`config.mk`:
```
export PLATFORM = sky130hd
export DESIGN_NAME = tfr_top
export DESIGN_NICKNAME = d
export VERILOG_FILES = /design/src/tfr_pkg.sv /design/src/tfr_sync.sv /design/src/tfr_retry.sv /design/src/tfr_top.sv
export SDC_FILE = /design/constraint.sdc
export NUM_CORES = 1
export LEC_CHECK = 0
export BUFFER_PORTS_ARGS = -buffer_cell sky130_fd_sc_hd__buf_4
export CAP_MARGIN = 10
export CORE_ASPECT_RATIO = 2
export CORE_MARGIN = 5
export CORE_UTILIZATION = 63
export DETAILED_ROUTE_END_ITERATION = 8
export PLACE_DENSITY_LB_ADDON = 0.05
export SYNTH_ARGS = -nofsm -noshare
export SYNTH_HDL_FRONTEND = slang
export SYNTH_SLANG_ARGS = --single-unit
export TNS_END_PERCENT = 50
```
`constraint.sdc`:
```
create_clock -name clk -period 4.69 [get_ports clk]
set_input_delay 0.938 -clock clk [delete_from_list [all_inputs] [get_ports clk]]
set_output_delay 0.938 -clock clk [all_outputs]
set_load 0.01 [all_outputs]
```
`src/tfr_pkg.sv`:
```
// Package with the command map, field layout and shared types of the temperature fault response.
package tfr_pkg;

    // ================================================================
    // Command codes
    localparam logic [7:0] CMD_OPERATION   = 8'h01;
    localparam logic [7:0] CMD_CLEAR       = 8'h03;
    localparam logic [7:0] CMD_EXT_OT      = 8'h50;
    localparam logic [7:0] CMD_EXT_UT      = 8'h54;
    localparam logic [7:0] CMD_STATUS_BYTE = 8'h78;
    localparam logic [7:0] CMD_STATUS_TEMP = 8'h7d;
    localparam logic [7:0] CMD_STATUS_MFR  = 8'h80;
    localparam logic [7:0] CMD_INT_OT      = 8'hd6;

    // ================================================================
    // Reset values
    localparam logic [7:0] EXT_ACT_RESET = 8'hb8;
    localparam logic [7:0] INT_ACT_RESET = 8'hc0;
    localparam logic       OP_ON_RESET   = 1'b1;

    // ================================================================
    // Field positions
    localparam int RESP_HI   = 7;
    localparam int RESP_LO   = 6;
    localparam int RETRY_HI  = 5;
    localparam int RETRY_LO  = 3;
    localparam int OP_ON_BIT = 7;
    localparam int SB_TEMP   = 2;
    localparam int SB_CML    = 1;
    localparam int SB_NOA    = 0;
    localparam int ST_OT     = 7;
    localparam int ST_UT     = 6;
    localparam int SM_OT     = 1;

    // ================================================================
    // Field codes
    localparam logic [1:0] RESP_CONTINUE = 2'h0;
    localparam logic [1:0] RESP_BAD      = 2'h1;
    localparam logic [1:0] RESP_SHUTDOWN = 2'h2;
    localparam logic [1:0] RESP_WHILE    = 2'h3;
    localparam logic [2:0] RETRY_NONE    = 3'h0;

    // ================================================================
    // Timing: one restart interval unit, and the clock rate.
    localparam int RETRY_UNIT_US = 1000;
    localparam int CLK_MHZ       = 10;
    localparam int RETRY_UNIT_CYC = RETRY_UNIT_US * CLK_MHZ;
    localparam int SYNC_W        = 3;

    // Alert mask bits.
    localparam int MASK_CML = 0;
    localparam int MASK_INT = 1;
    localparam int MASK_OT  = 2;
    localparam int MASK_UT  = 3;

    typedef struct packed {
        logic       valid;
        logic       write;
        logic       page;
        logic [7:0] code;
        logic [7:0] data;
    } tfr_cmd_s;

    typedef struct packed {
        logic       cml;
        logic       catch_all_status_flag;
        logic       temp_summary;
        logic       mfr_summary;
        logic       int_ot;
        logic [1:0] ext_ot;
        logic [1:0] ext_ut;
    } tfr_status_s;

    typedef struct packed {
        logic [SYNC_W-1:0] s1;
        logic [SYNC_W-1:0] s2;
        logic [SYNC_W-1:0] s3;
        logic [SYNC_W-1:0] q;
    } tfr_sync_s;

    typedef struct packed {
        logic [13:0] pre;
        logic [7:0]  cnt;
        logic        busy;
        logic        done;
    } tfr_retry_s;

    typedef struct packed {
        logic [1:0][7:0] ext_ot_act;
        logic [1:0][7:0] ext_ut_act;
        logic [7:0]      int_act;
        logic [1:0]      op_on;
        logic [1:0]      on_q;
        logic            int_q;
        logic [1:0]      ot_st;
        logic [1:0]      ut_st;
        logic            int_st;
        logic            cml_st;
        logic [1:0]      ext_off;
        logic            int_off;
        logic [1:0]      out_en;
        logic [7:0]      rd_data;
        logic            rd_valid;
    } tfr_state_s;

endpackage

```
`src/tfr_sync.sv`:
```
// Three-stage pin synchroniser that accepts a change once stages two and three agree.
`timescale 1ns/1ps
module tfr_sync
    import tfr_pkg::*;
(
    input  wire logic              clk,
    input  wire logic              rst_b,
    input  wire logic [SYNC_W-1:0] pin,
    output logic      [SYNC_W-1:0] q
);

    tfr_sync_s s;
    tfr_sync_s next_s;

    // ================================================================
    // The first stage feeds only the second; filtering looks at two and three.
    always_comb begin
        next_s    = s;
        next_s.s1 = pin;
        next_s.s2 = s.s1;
        next_s.s3 = s.s2;
        for (int i = 0; i < SYNC_W; i++) begin
            if (s.s2[i] == s.s3[i]) begin
                next_s.q[i] = s.s3[i];
            end
        end
    end

    always_ff @(posedge clk) begin
        if (!rst_b) begin
            s <= '0;
        end else begin
            s <= next_s;
        end
    end

    assign q = s.q;

    sync_agree_a: assert property (@(posedge clk) disable iff (!rst_b)
        (s.s2 == s.s3) |=> (q == $past(s.s3)))
        else $error("synchroniser output ignores agreeing stages");

endmodule

```
`src/tfr_retry.sv`:
```
// Restart interval timer: counts interval units and pulses done when it expires.
`timescale 1ns/1ps
module tfr_retry
    import tfr_pkg::*;
#(
    parameter int TICK_CYCLES = RETRY_UNIT_CYC
)(
    input  wire logic       clk,
    input  wire logic       rst_b,
    input  wire logic       start,
    input  wire logic       cancel,
    input  wire logic [7:0] interval,
    output logic            busy,
    output logic            done
);

    tfr_retry_s s;
    tfr_retry_s next_s;

    // ================================================================
    // The unit divider yields a one-cycle tick; an interval of zero still waits one unit.
    always_comb begin
        next_s      = s;
        next_s.done = 1'b0;
        if (cancel) begin
            next_s = '0;
        end else if (start) begin
            next_s.busy = 1'b1;
            next_s.pre  = '0;
            next_s.cnt  = interval;
        end else if (s.busy) begin
            if (s.pre == 14'(TICK_CYCLES - 1)) begin
                next_s.pre = '0;
                if (s.cnt == 8'h00) begin
                    next_s.busy = 1'b0;
                    next_s.done = 1'b1;
                end else begin
                    next_s.cnt = s.cnt - 8'h01;
                end
            end else begin
                next_s.pre = s.pre + 14'h0001;
            end
        end
    end

    always_ff @(posedge clk) begin
        if (!rst_b) begin
            s <= '0;
        end else begin
            s <= next_s;
        end
    end

    assign busy = s.busy;
    assign done = s.done;

    retry_start_a: assert property (@(posedge clk) disable iff (!rst_b)
        start && !cancel |=> busy && !done)
        else $error("retry timer did not start");

endmodule

```
`src/tfr_top.sv`:
```
// Temperature fault response: action bytes, fault status, alert and output enables.
`timescale 1ns/1ps
module tfr_top
    import tfr_pkg::*;
#(
    parameter int TICK_CYCLES = RETRY_UNIT_CYC
)(
    input  wire logic        clk,
    input  wire logic        rst_b,
    input  wire tfr_cmd_s    cmd,
    input  wire logic [1:0]  run_pin,
    input  wire logic        int_ot_pin,
    input  wire logic        conv_strobe,
    input  wire logic [1:0]  ext_ot_fault,
    input  wire logic [1:0]  ext_ut_fault,
    input  wire logic [7:0]  restart_interval_setting,
    input  wire logic [3:0]  alert_mask,
    output logic      [7:0]  rd_data,
    output logic             rd_valid,
    output tfr_status_s      status,
    output logic             alert_b,
    output logic      [1:0]  out_en
);

    tfr_state_s          s;
    tfr_state_s          next_s;
    logic [SYNC_W-1:0]   pins_q;
    logic [1:0]          run_q;
    logic                int_hot;
    logic [1:0]          retry_start;
    logic [1:0]          retry_done;
    logic [1:0]          on_now;
    logic [1:0]          on_rise;
    logic                int_rise;
    logic                clear_cmd;
    logic                wr;
    logic                bad_write;
    logic [1:0]          w_resp;
    logic [2:0]          w_retry;

    // ================================================================
    // Pin inputs
    tfr_sync u_sync (
        .clk   (clk),
        .rst_b (rst_b),
        .pin   ({int_ot_pin, run_pin}),
        .q     (pins_q)
    );

    assign run_q   = pins_q[1:0];
    assign int_hot = pins_q[2];

    // ================================================================
    // Restart timers, one per page
    for (genvar p = 0; p < 2; p++) begin : g_retry
        tfr_retry #(
            .TICK_CYCLES (TICK_CYCLES)
        ) u_retry (
            .clk      (clk),
            .rst_b    (rst_b),
            .start    (retry_start[p]),
            .cancel   (!on_now[p] || clear_cmd),
            .interval (restart_interval_setting),
            .busy     (),
            .done     (retry_done[p])
        );
    end

    // ================================================================
    // Command decode
    assign wr        = cmd.valid && cmd.write;
    assign clear_cmd = wr && (cmd.code == CMD_CLEAR);
    assign w_resp    = cmd.data[RESP_HI:RESP_LO];
    assign w_retry   = cmd.data[RETRY_HI:RETRY_LO];
    assign on_now    = run_q & s.op_on;
    assign on_rise   = on_now & ~s.on_q;
    assign int_rise  = int_hot && !s.int_q;

    always_comb begin
        bad_write = 1'b0;
        if (wr && cmd.code == CMD_INT_OT) begin
            bad_write = (w_resp == RESP_CONTINUE) || (w_resp == RESP_BAD) ||
                        (w_retry != RETRY_NONE);
        end else if (wr && (cmd.code == CMD_EXT_OT || cmd.code == CMD_EXT_UT)) begin
            bad_write = (w_resp == RESP_BAD) || (w_resp == RESP_WHILE);
        end
    end

    // ================================================================
    // Retry starts when an external shutdown is taken with a nonzero retry field.
    always_comb begin
        for (int p = 0; p < 2; p++) begin
            retry_start[p] = 1'b0;
            if (conv_strobe && on_now[p] && !s.ext_off[p]) begin
                if (ext_ot_fault[p] && s.ext_ot_act[p][RESP_HI:RESP_LO] == RESP_SHUTDOWN &&
                    s.ext_ot_act[p][RETRY_HI:RETRY_LO] != RETRY_NONE) begin
                    retry_start[p] = 1'b1;
                end
                if (ext_ut_fault[p] && s.ext_ut_act[p][RESP_HI:RESP_LO] == RESP_SHUTDOWN &&
                    s.ext_ut_act[p][RETRY_HI:RETRY_LO] != RETRY_NONE) begin
                    retry_start[p] = 1'b1;
                end
            end
        end
    end

    // ================================================================
    // Next state
    always_comb begin
        next_s          = s;
        next_s.rd_valid = 1'b0;
        next_s.on_q     = on_now;
        next_s.int_q    = int_hot;

        // Register writes; a rejected value leaves the old byte in place.
        if (wr && !bad_write) begin
            unique case (cmd.code)
                CMD_EXT_OT: next_s.ext_ot_act[cmd.page] = cmd.data;
                CMD_EXT_UT: next_s.ext_ut_act[cmd.page] = cmd.data;
                CMD_INT_OT: next_s.int_act = cmd.data;
                CMD_OPERATION: next_s.op_on[cmd.page] = cmd.data[OP_ON_BIT];
                default: next_s.rd_valid = 1'b0;
            endcase
        end

        // Clears come first so that a fault in the same cycle still sets.
        if (clear_cmd) begin
            next_s.ot_st   = '0;
            next_s.ut_st   = '0;
            next_s.int_st  = 1'b0;
            next_s.cml_st  = 1'b0;
            next_s.ext_off = '0;
            next_s.int_off = 1'b0;
        end
        for (int p = 0; p < 2; p++) begin
            if (on_rise[p]) begin
                next_s.ot_st[p]   = 1'b0;
                next_s.ut_st[p]   = 1'b0;
                next_s.ext_off[p] = 1'b0;
            end
        end
        if (|on_rise) begin
            next_s.int_st  = 1'b0;
            next_s.int_off = 1'b0;
        end

        // Unsupported write logs a comms fault.
        if (bad_write) begin
            next_s.cml_st = 1'b1;
        end

        if (int_rise) begin
            next_s.int_st = 1'b1;
            if (s.int_act[RESP_HI:RESP_LO] == RESP_SHUTDOWN) begin
                next_s.int_off = 1'b1;
            end
        end

        for (int p = 0; p < 2; p++) begin
            if (retry_done[p] && on_now[p]) begin
                next_s.ext_off[p] = 1'b0;
            end
            // External faults seen only at samples.
            if (conv_strobe) begin
                if (ext_ot_fault[p]) begin
                    next_s.ot_st[p] = 1'b1;
                    if (s.ext_ot_act[p][RESP_HI:RESP_LO] == RESP_SHUTDOWN) begin
                        next_s.ext_off[p] = 1'b1;
                    end
                end
                if (ext_ut_fault[p]) begin
                    next_s.ut_st[p] = 1'b1;
                    if (s.ext_ut_act[p][RESP_HI:RESP_LO] == RESP_SHUTDOWN) begin
                        next_s.ext_off[p] = 1'b1;
                    end
                end
            end
        end

        // Code 11 holds off only while hot.
        for (int p = 0; p < 2; p++) begin
            next_s.out_en[p] = on_now[p] && !next_s.ext_off[p] && !next_s.int_off &&
                !(s.int_act[RESP_HI:RESP_LO] == RESP_WHILE && int_hot);
        end

        // Action-byte reads return the whole byte; the delay field steers nothing.
        if (cmd.valid && !cmd.write) begin
            next_s.rd_valid = 1'b1;
            unique case (cmd.code)
                CMD_EXT_OT:      next_s.rd_data = s.ext_ot_act[cmd.page];
                CMD_EXT_UT:      next_s.rd_data = s.ext_ut_act[cmd.page];
                CMD_INT_OT:      next_s.rd_data = s.int_act;
                CMD_OPERATION:   next_s.rd_data = {s.op_on[cmd.page], 7'h00};
                CMD_STATUS_BYTE: next_s.rd_data = {5'h00,
                    s.ot_st[cmd.page] | s.ut_st[cmd.page], s.cml_st, s.int_st};
                CMD_STATUS_TEMP: next_s.rd_data = {s.ot_st[cmd.page], s.ut_st[cmd.page],
                    6'h00};
                CMD_STATUS_MFR:  next_s.rd_data = {6'h00, s.int_st, 1'b0};
                default:         next_s.rd_data = 8'h00;
            endcase
        end
    end

    always_ff @(posedge clk) begin
        if (!rst_b) begin
            s            <= '0;
            s.ext_ot_act <= {EXT_ACT_RESET, EXT_ACT_RESET};
            s.ext_ut_act <= {EXT_ACT_RESET, EXT_ACT_RESET};
            s.int_act    <= INT_ACT_RESET;
            s.op_on      <= {OP_ON_RESET, OP_ON_RESET};
        end else begin
            s <= next_s;
        end
    end

    // ================================================================
    // Outputs
    always_comb begin
        status.int_ot                = s.int_st;
        status.catch_all_status_flag = s.int_st;
        status.mfr_summary           = s.int_st;
        status.cml                   = s.cml_st;
        status.temp_summary          = |{s.ot_st, s.ut_st};
        status.ext_ot                = s.ot_st;
        status.ext_ut                = s.ut_st;
    end

    // Alert unless the source is masked.
    assign alert_b = !((s.cml_st && !alert_mask[MASK_CML]) ||
                       (s.int_st && !alert_mask[MASK_INT]) ||
                       ((|s.ot_st) && !alert_mask[MASK_OT]) ||
                       ((|s.ut_st) && !alert_mask[MASK_UT]));
    assign rd_data  = s.rd_data;
    assign rd_valid = s.rd_valid;
    assign out_en   = s.out_en;

    // ================================================================
    // Checks
    int_shut_a: assert property (@(posedge clk) disable iff (!rst_b)
        int_rise && s.int_act[7:6] == 2'h2 |=> s.int_off ##1 out_en == 2'h0)
        else $error("internal shutdown not taken");
    hot_hold_a: assert property (@(posedge clk) disable iff (!rst_b)
        s.int_act[7:6] == 2'h3 && int_hot |=> out_en == 2'h0)
        else $error("output on while hot under code 11");
    int_bad_a: assert property (@(posedge clk) disable iff (!rst_b)
        wr && cmd.code == CMD_INT_OT && cmd.data[7] == 1'b0 |=>
        s.cml_st && s.int_act == $past(s.int_act))
        else $error("unsupported internal code accepted");
    ext_bad_a: assert property (@(posedge clk) disable iff (!rst_b)
        wr && cmd.code == CMD_EXT_OT && cmd.data[6] == 1'b1 |=>
        s.cml_st && s.ext_ot_act == $past(s.ext_ot_act))
        else $error("unsupported external code accepted");
    ot_set_a: assert property (@(posedge clk) disable iff (!rst_b)
        conv_strobe && ext_ot_fault[0] |=> s.ot_st[0] && status.temp_summary)
        else $error("external overtemperature not logged");
    ot_sticky_a: assert property (@(posedge clk) disable iff (!rst_b)
        s.ot_st[0] && !clear_cmd && !on_rise[0] |=> s.ot_st[0])
        else $error("latched status dropped without a clear");
    cml_alert_a: assert property (@(posedge clk) disable iff (!rst_b)
        bad_write && !alert_mask[MASK_CML] |=> !alert_b)
        else $error("comms fault did not alert");
    cont_run_a: assert property (@(posedge clk) disable iff (!rst_b)
        s.ext_ut_act[0][7:6] == 2'h0 && !s.ext_off[0] && conv_strobe && ext_ut_fault[0] &&
        !(ext_ot_fault[0] && s.ext_ot_act[0][7:6] == 2'h2) |=> !s.ext_off[0])
        else $error("code 00 interrupted the output");

endmodule

```
Word level (Yosys, flattened, before mapping)
Index checks and enable logic that the tools add are counted.
{"block": "word_totals", "wordCells": 229, "regBits": 125, "out_inout_bits": 21, "inputBits": 41}
{"block": "classes", "reduce_logical": 88, "add_sub_neg": 4, "mux": 72, "bitwise_logic": 9, "magnitude_cmp": 2, "n_eq_ne": 23}
{"cell": "8-bit 2-to-1 mux", "n": 7}
{"cell": "8-bit case mux with 7 select lines", "n": 1}
{"cell": "1-bit 2-to-1 mux", "n": 48}
{"cell": "10-bit 2-to-1 mux", "n": 4}
{"cell": "1-bit logical AND", "n": 33}
{"cell": "16-bit bitwise mux", "n": 2}
{"cell": "8-bit by 7-bit == test with 1-bit output, second input constant", "n": 4}
{"cell": "14-bit by 1-bit adder with 14-bit output, second input constant", "n": 2}
{"cell": "14-bit == test, second input constant", "n": 2}
{"cell": "14-bit 2-to-1 mux", "n": 2}
{"cell": "9-bit 2-to-1 mux", "n": 3}
{"cell": "3-bit nonzero test", "n": 6}
{"cell": "8-bit == test, second input constant", "n": 2}
{"cell": "1-bit logical NOT", "n": 16}
{"cell": "8-bit logical NOT", "n": 2}
{"cell": "8-bit by 1-bit subtractor with 8-bit output, second input constant", "n": 2}
{"cell": "2-bit == test, second input constant", "n": 7}
{"cell": "2-bit nonzero test", "n": 5}
{"cell": "2-bit OR reduction", "n": 5}
{"cell": "5-bit OR reduction", "n": 2}
{"cell": "1-bit logical OR", "n": 9}
{"cell": "8-bit demux with 1-bit select", "n": 1}
{"cell": "8-bit by 1-bit == test with 1-bit output, second input constant", "n": 1}
{"cell": "8-bit by 2-bit == test with 1-bit output, second input constant", "n": 1}
{"cell": "17 further kinds", "n": 31}

Logic depth before layout (Yosys ltp)
{"block": "logic_depth", "word_depth": 14, "mapped_depth": 7, "ltp_nobuf": 6}

Modules after synthesis
Synthesis repeated with hierarchy kept, for this count alone.
{"block": "hier_totals", "cells_unflattened": 705, "area_unflattened_um2": 6050.8}
{"module": "tfr_top", "n_inst": 1, "area_each_um2": 3295.7, "seq_area_each_um2": 1301.2, "cells_each": 389}
{"module": "tfr_retry", "n_inst": 2, "area_each_um2": 1182.4, "seq_area_each_um2": 480.5, "cells_each": 141}
{"module": "tfr_sync", "n_inst": 1, "area_each_um2": 390.4, "seq_area_each_um2": 240.2, "cells_each": 34}

Least setup slack after synthesis
No wires, ideal clock.
{"block": "synth_path", "kind": "input port to flip-flop", "start": "in cmd[13] (netlist bit)", "end": "reg s[47] (netlist bit)", "t_arrival_ps": 2321, "slack_ps": 2252, "n_path_buf": 0, "stages": 4, "path_cell_list": "nand4bb_1 -> nor4_1 -> nand4_1 -> and3_1"}
{"block": "synth_between", "elab_chain_len": 8, "word_cells_on_any_way": 11, "classes_between": "eq/ne: 3; mux: 2; reduce/logical: 6"}
{"item": "from (decl)", "line_no": "tfr_top.sv:10", "rtl": "input wire tfr_cmd_s cmd,"}
{"item": "8-bit by 7-bit == test with 1-bit output (on tied branches)", "line_no": "tfr_top.sv:84, tfr_top.sv:117"}
{"item": "1-bit logical OR", "line_no": "tfr_top.sv:84", "rtl": "end else if (wr && (cmd.code == CMD_EXT_OT || cmd.code == CMD_EXT_UT)) begin"}
{"item": "1-bit logical AND", "line_no": "tfr_top.sv:84"}
{"item": "1-bit 2-to-1 mux", "line_no": "tfr_top.sv:84"}
{"item": "1-bit 2-to-1 mux", "line_no": "tfr_top.sv:81", "rtl": "if (wr && cmd.code == CMD_INT_OT) begin"}
{"item": "1-bit logical NOT", "line_no": "tfr_top.sv:116", "rtl": "if (wr && !bad_write) begin"}
{"item": "1-bit logical AND", "line_no": "tfr_top.sv:116"}
{"item": "2-bit AND reduction (no source line) *"}
{"item": "to (signal assigned)", "line_no": "tfr_top.sv:212", "rtl": "s <= next_s;"}
{"item": "to (decl)", "line_no": "tfr_top.sv:25", "rtl": "tfr_state_s s;"}
Mark *: on every way between the ends. The rest lies on a longest branch, timed or not.
A chain may end at the register's enable or synchronous reset.

Worst setup path in the final report
{"block": "layout_path", "start": "in rst_b", "end": "reg g_retry[1].u_retry.s[23] (netlist bit)"}
{"block": "layout_between", "elab_chain_len": 2}
{"item": "from (decl)", "line_no": "tfr_top.sv:9", "rtl": "input wire logic rst_b,"}
{"item": "1-bit NOT (no source line)"}
{"item": "3-bit OR reduction (no source line)"}
{"item": "to (signal assigned)", "line_no": "tfr_retry.sv:50", "rtl": "s <= next_s;"}
{"item": "to (decl)", "line_no": "tfr_retry.sv:17", "rtl": "tfr_retry_s s;"}
Every way passes these cells.

==> flow_metrics.py <==
metrics = {
    "logic_synthesis": {
        "ys_ff_latch": 125,
        "ys.warnings.count": 0,
        "yosys.area.top_type": "dfxtp_1",
        "synth_top_area_share_pct": 43.77,
        "synth_most_common_cell": "dfxtp_1",
        "synth-edff-count": 0,
        "synth.cell_area_sq_um": 5717,
        "yosys-top-cells-count": "dfxtp_1, nand2_1, nor2_1",
        "synthArstFlopShare_pct": 0,
        "synthCells": 641,
        "synth_area_per_cell_sq_um": 8.918,
        "ys.flop_type": "dfxtp_1",
        "synthDistinctLibCells": 52,
        "synthTopCellsByArea": "dfxtp_1, mux2i_1, nand2_1",
        "syn_nets": 688,
        "seq_area_frac_synth_pct": 43.77,
    },
    "drt": {
        "totalWireLength_um": 13760,
        "route.detailed.drc": 0,
        "viasPerCell": 6.009,
        "firstDrtPassIters": 5,
        "wl_per_cell_um": 17.40,
        "drt_iter0_drc": 298,
        "route.vias.total": 4753,
        "detail-route-antenna-nets": 0,
    },
    "placed_design": {
        "port_buffers": 61,
        "post-place-ws_ns": 1.741,
        "dpl.hpwl_um": 9919,
        "placed_area_sq_um": 6070,
        "gp_congestion": 0.9436,
        "placedCellCount": 761,
    },
    "clocking": {
        "cts-root-buf": "clkbuf_16",
        "cts_buffer_depth": 2,
        "cts_resized": 0,
        "clk_latency_ns": 0.41,
        "post_cts_buffers": 0,
        "path_clk_slew_ns": 0.05,
        "holdBufCountCts": 0,
        "cts_tree": "yes",
        "cts_buffers": 17,
        "h-tree-depth": 4,
        "clkSinkCount": 125,
    },
    "floorplan": {
        "chipHeight_um": 144.7,
        "io_pins": 62,
        "core_area_sq_um": 8951,
        "start_util_pct": 63.87,
        "fp-row-count": 49,
        "die_w_um": 77.36,
        "die_area_sq_um": 11190,
    },
    "final_layout": {
        "n_antenna_cell": 0,
        "fin_nets": 725,
        "fin_area_sq_um": 6690,
        "utilization_pct": 74.74,
        "final_cells": 791,
        "area_growth_pct": 17.03,
        "layout-drive-gt1-share_pct": 16.11,
    },
    "grt": {
        "track_usage_pct": 24.88,
        "antenna_found_initial": 0,
        "grt_pass1_wl_um": 22190,
        "grt_pass1_vias": 4802,
        "grt-ovfl-total": 0,
        "grt_max_degree": 79,
    },
    "worst_setup_path": {
        "path_class": "in -> reg",
        "end_kind": "flip-flop",
        "r2r-end": "g_retry[1].u_retry.s[3]$_SDFFE_PP0P_",
        "cp_common_cell": "nor2_1",
        "worst-r2r-cell-count": 5,
        "path_cells": "buf_4 > nand3_1 > nor2_1 > nand3b_1 > nor2_1",
        "cp.required_ns": 5.03,
        "rr_startpoint": "g_retry[1].u_retry.s[21]$_SDFFE_PP0P_",
        "crit_fanout": 78,
        "start_kind": "primary input",
        "slowest_stage": "buf_4",
        "cp_data_arrival_time_ns": 2.92,
        "critPathMaxStageDelay_ns": 0.50,
        "rrSetupSlack_ns": 2.44,
    },
    "timing": {
        "rsz0062_at_grt": "false",
        "hold-worst-slack_ns": 0.4468,
        "finClkSkew_ns": 0.007580,
        "slew_headroom_pct": 35.30,
        "setup_tns_ns": 0,
        "fmax_ghz": 0.3881,
        "hold_viol_final": 0,
        "report.final.slew_viol_count": 0,
        "fin_crit_ns": 2.577,
        "setup_viol": 0,
        "worst_slew_pin_slew_ns": 0.9631,
        "fin_ws_ns": 2.113,
        "fin_crit_sh_pct": 54.94,
    },
    "run_status": {
        "status": "complete, no violations",
    },
    "worst_hold_path": {
        "holdPathEnd": "u_sync.next_s[4]$_SDFF_PN0_",
        "worstHoldPathType": "reg -> reg",
        "hp-start": "u_sync.next_s[7]$_SDFF_PN0_",
        "holdPathStages": 1,
    },
    "pwr": {
        "p_switching_mw": 0.5271,
        "clockPowerShare_pct": 53.4,
        "power_density_nw_per_um2": 383.1,
        "p_leak_nw": 2.678,
        "pwr-share-comb_pct": 4.4,
        "p_seq_share_pct": 42.2,
        "ir_drop_v": 0.0003501,
        "switching_share_pct": 20.57,
        "p_int_mw": 2.036,
        "power.total_mw": 2.563,
    },
    "job": {
        "maxCapViolCount": 0,
    },
}
-- layer usage --
metal	part of all wire, %	up-vias	track usage (%)
met5	0	-	0
met4	4.9	0	15.13
met3	4.3	52	5.824
met2	55	152	45.82
met1	36	2238	24.83
li1	-	2311	-
-- cell usage in the layout (no fill, tap or decap), types with 4 or more instances in the layout --
| cell type | n |
|---|---|
| a21boi_0 | 4 |
| nand3b_1 | 6 |
| and4_1 | 4 |
| and3_1 | 10 |
| mux4_2 | 4 |
| nor4_1 | 6 |
| nor2_1 | 53 |
| o21ai_0 | 41 |
| a31oi_1 | 9 |
| nand2_1 | 63 |
| nand3_1 | 21 |
| dfxtp_1 | 125 |
| mux2i_1 | 38 |
| xor2_1 | 19 |
| ha_1 | 6 |
| nand4_1 | 14 |
| a21oi_1 | 27 |
| nor3_1 | 24 |
| xnor2_1 | 18 |
| nor2b_1 | 21 |
| mux2_2 | 5 |
| and2_1 | 17 |
| a22oi_1 | 7 |
| inv_1 | 16 |
| nand4b_1 | 4 |
| buf_4 | 62 |
| clkbuf_16 | 17 |
| bufinv_16 | 4 |
-- worst max-delay path, delay by kind of cell --
kind,cells,cell delay [ns]
buffers and inverters,1,0.50
AND/OR/NAND/NOR,4,1.46
-- state kept, by name, summed over array words and instances (netlist names) --
name and count:
g_retry.u_retry.done 2, status 6, out_en 2, g_retry.u_retry.s 44
u_sync.next_s 6, g_retry.u_retry.busy 2, rd_data 8, s 48
u_sync.q 3, rd_valid 1, u_sync.s 3
-- how the worst max path moves through the flow --
| stage | start | depth (start not counted) | endpoint | slack, ns |
|---|---|---|---|---|
| CTS | rst_b | 5 | g_retry[0].u_retry.s[21]$_SDFFE_PP0P_ | 2.13 |
| global route | rst_b | 5 | g_retry[1].u_retry.s[20]$_SDFFE_PP0P_ | 1.89 |
| detailed placement | rst_b | 5 | g_retry[1].u_retry.s[20]$_SDFFE_PP0P_ | 1.74 |
| finish | rst_b | 5 | g_retry[1].u_retry.s[23]$_SDFFE_PP0P_ | 2.11 |
| global placement | cmd[13] | 6 | s[62]$_SDFFE_PN1P_ | 1.83 |
| floorplan | cmd[13] | 4 | s[47]$_SDFFE_PN0P_ | 2.25 |
-- cells by family after synthesis --
logic type,synth area share [%]
AND/OR/NAND/NOR,24.43
adder cells (fa/ha/maj),1.313
buffers and inverters,5.253
multiplexers,9.214
AO/OA/AOI/OAI,10.35
XOR/XNOR,5.669
flip-flops,43.77
-- area by class of cell --
type                    instances  area (sq um)
multi-input cells             456          2914
flip-flops and latches        125          2502
fillers                       662          2261
repair buffers                 62         465.4
clock buffers                  19         452.9
clock inverters                11         167.7
well taps                     102         127.6
inverters                      16         60.06
-- power by group through the flow --
stage | Sequential [mW] | Clock (mW) | Combinational (mW)
global route | 1.08 | 1.43 | 0.120
global placement | 1.10 | 0 | 0.109
CTS | 1.08 | 1.38 | 0.111
detailed placement | 1.10 | 0 | 0.110
finish | 1.08 | 1.37 | 0.112
floorplan | 1.10 | 0 | 0.0601
No activity file was read; power rests on OpenSTA's default activity.
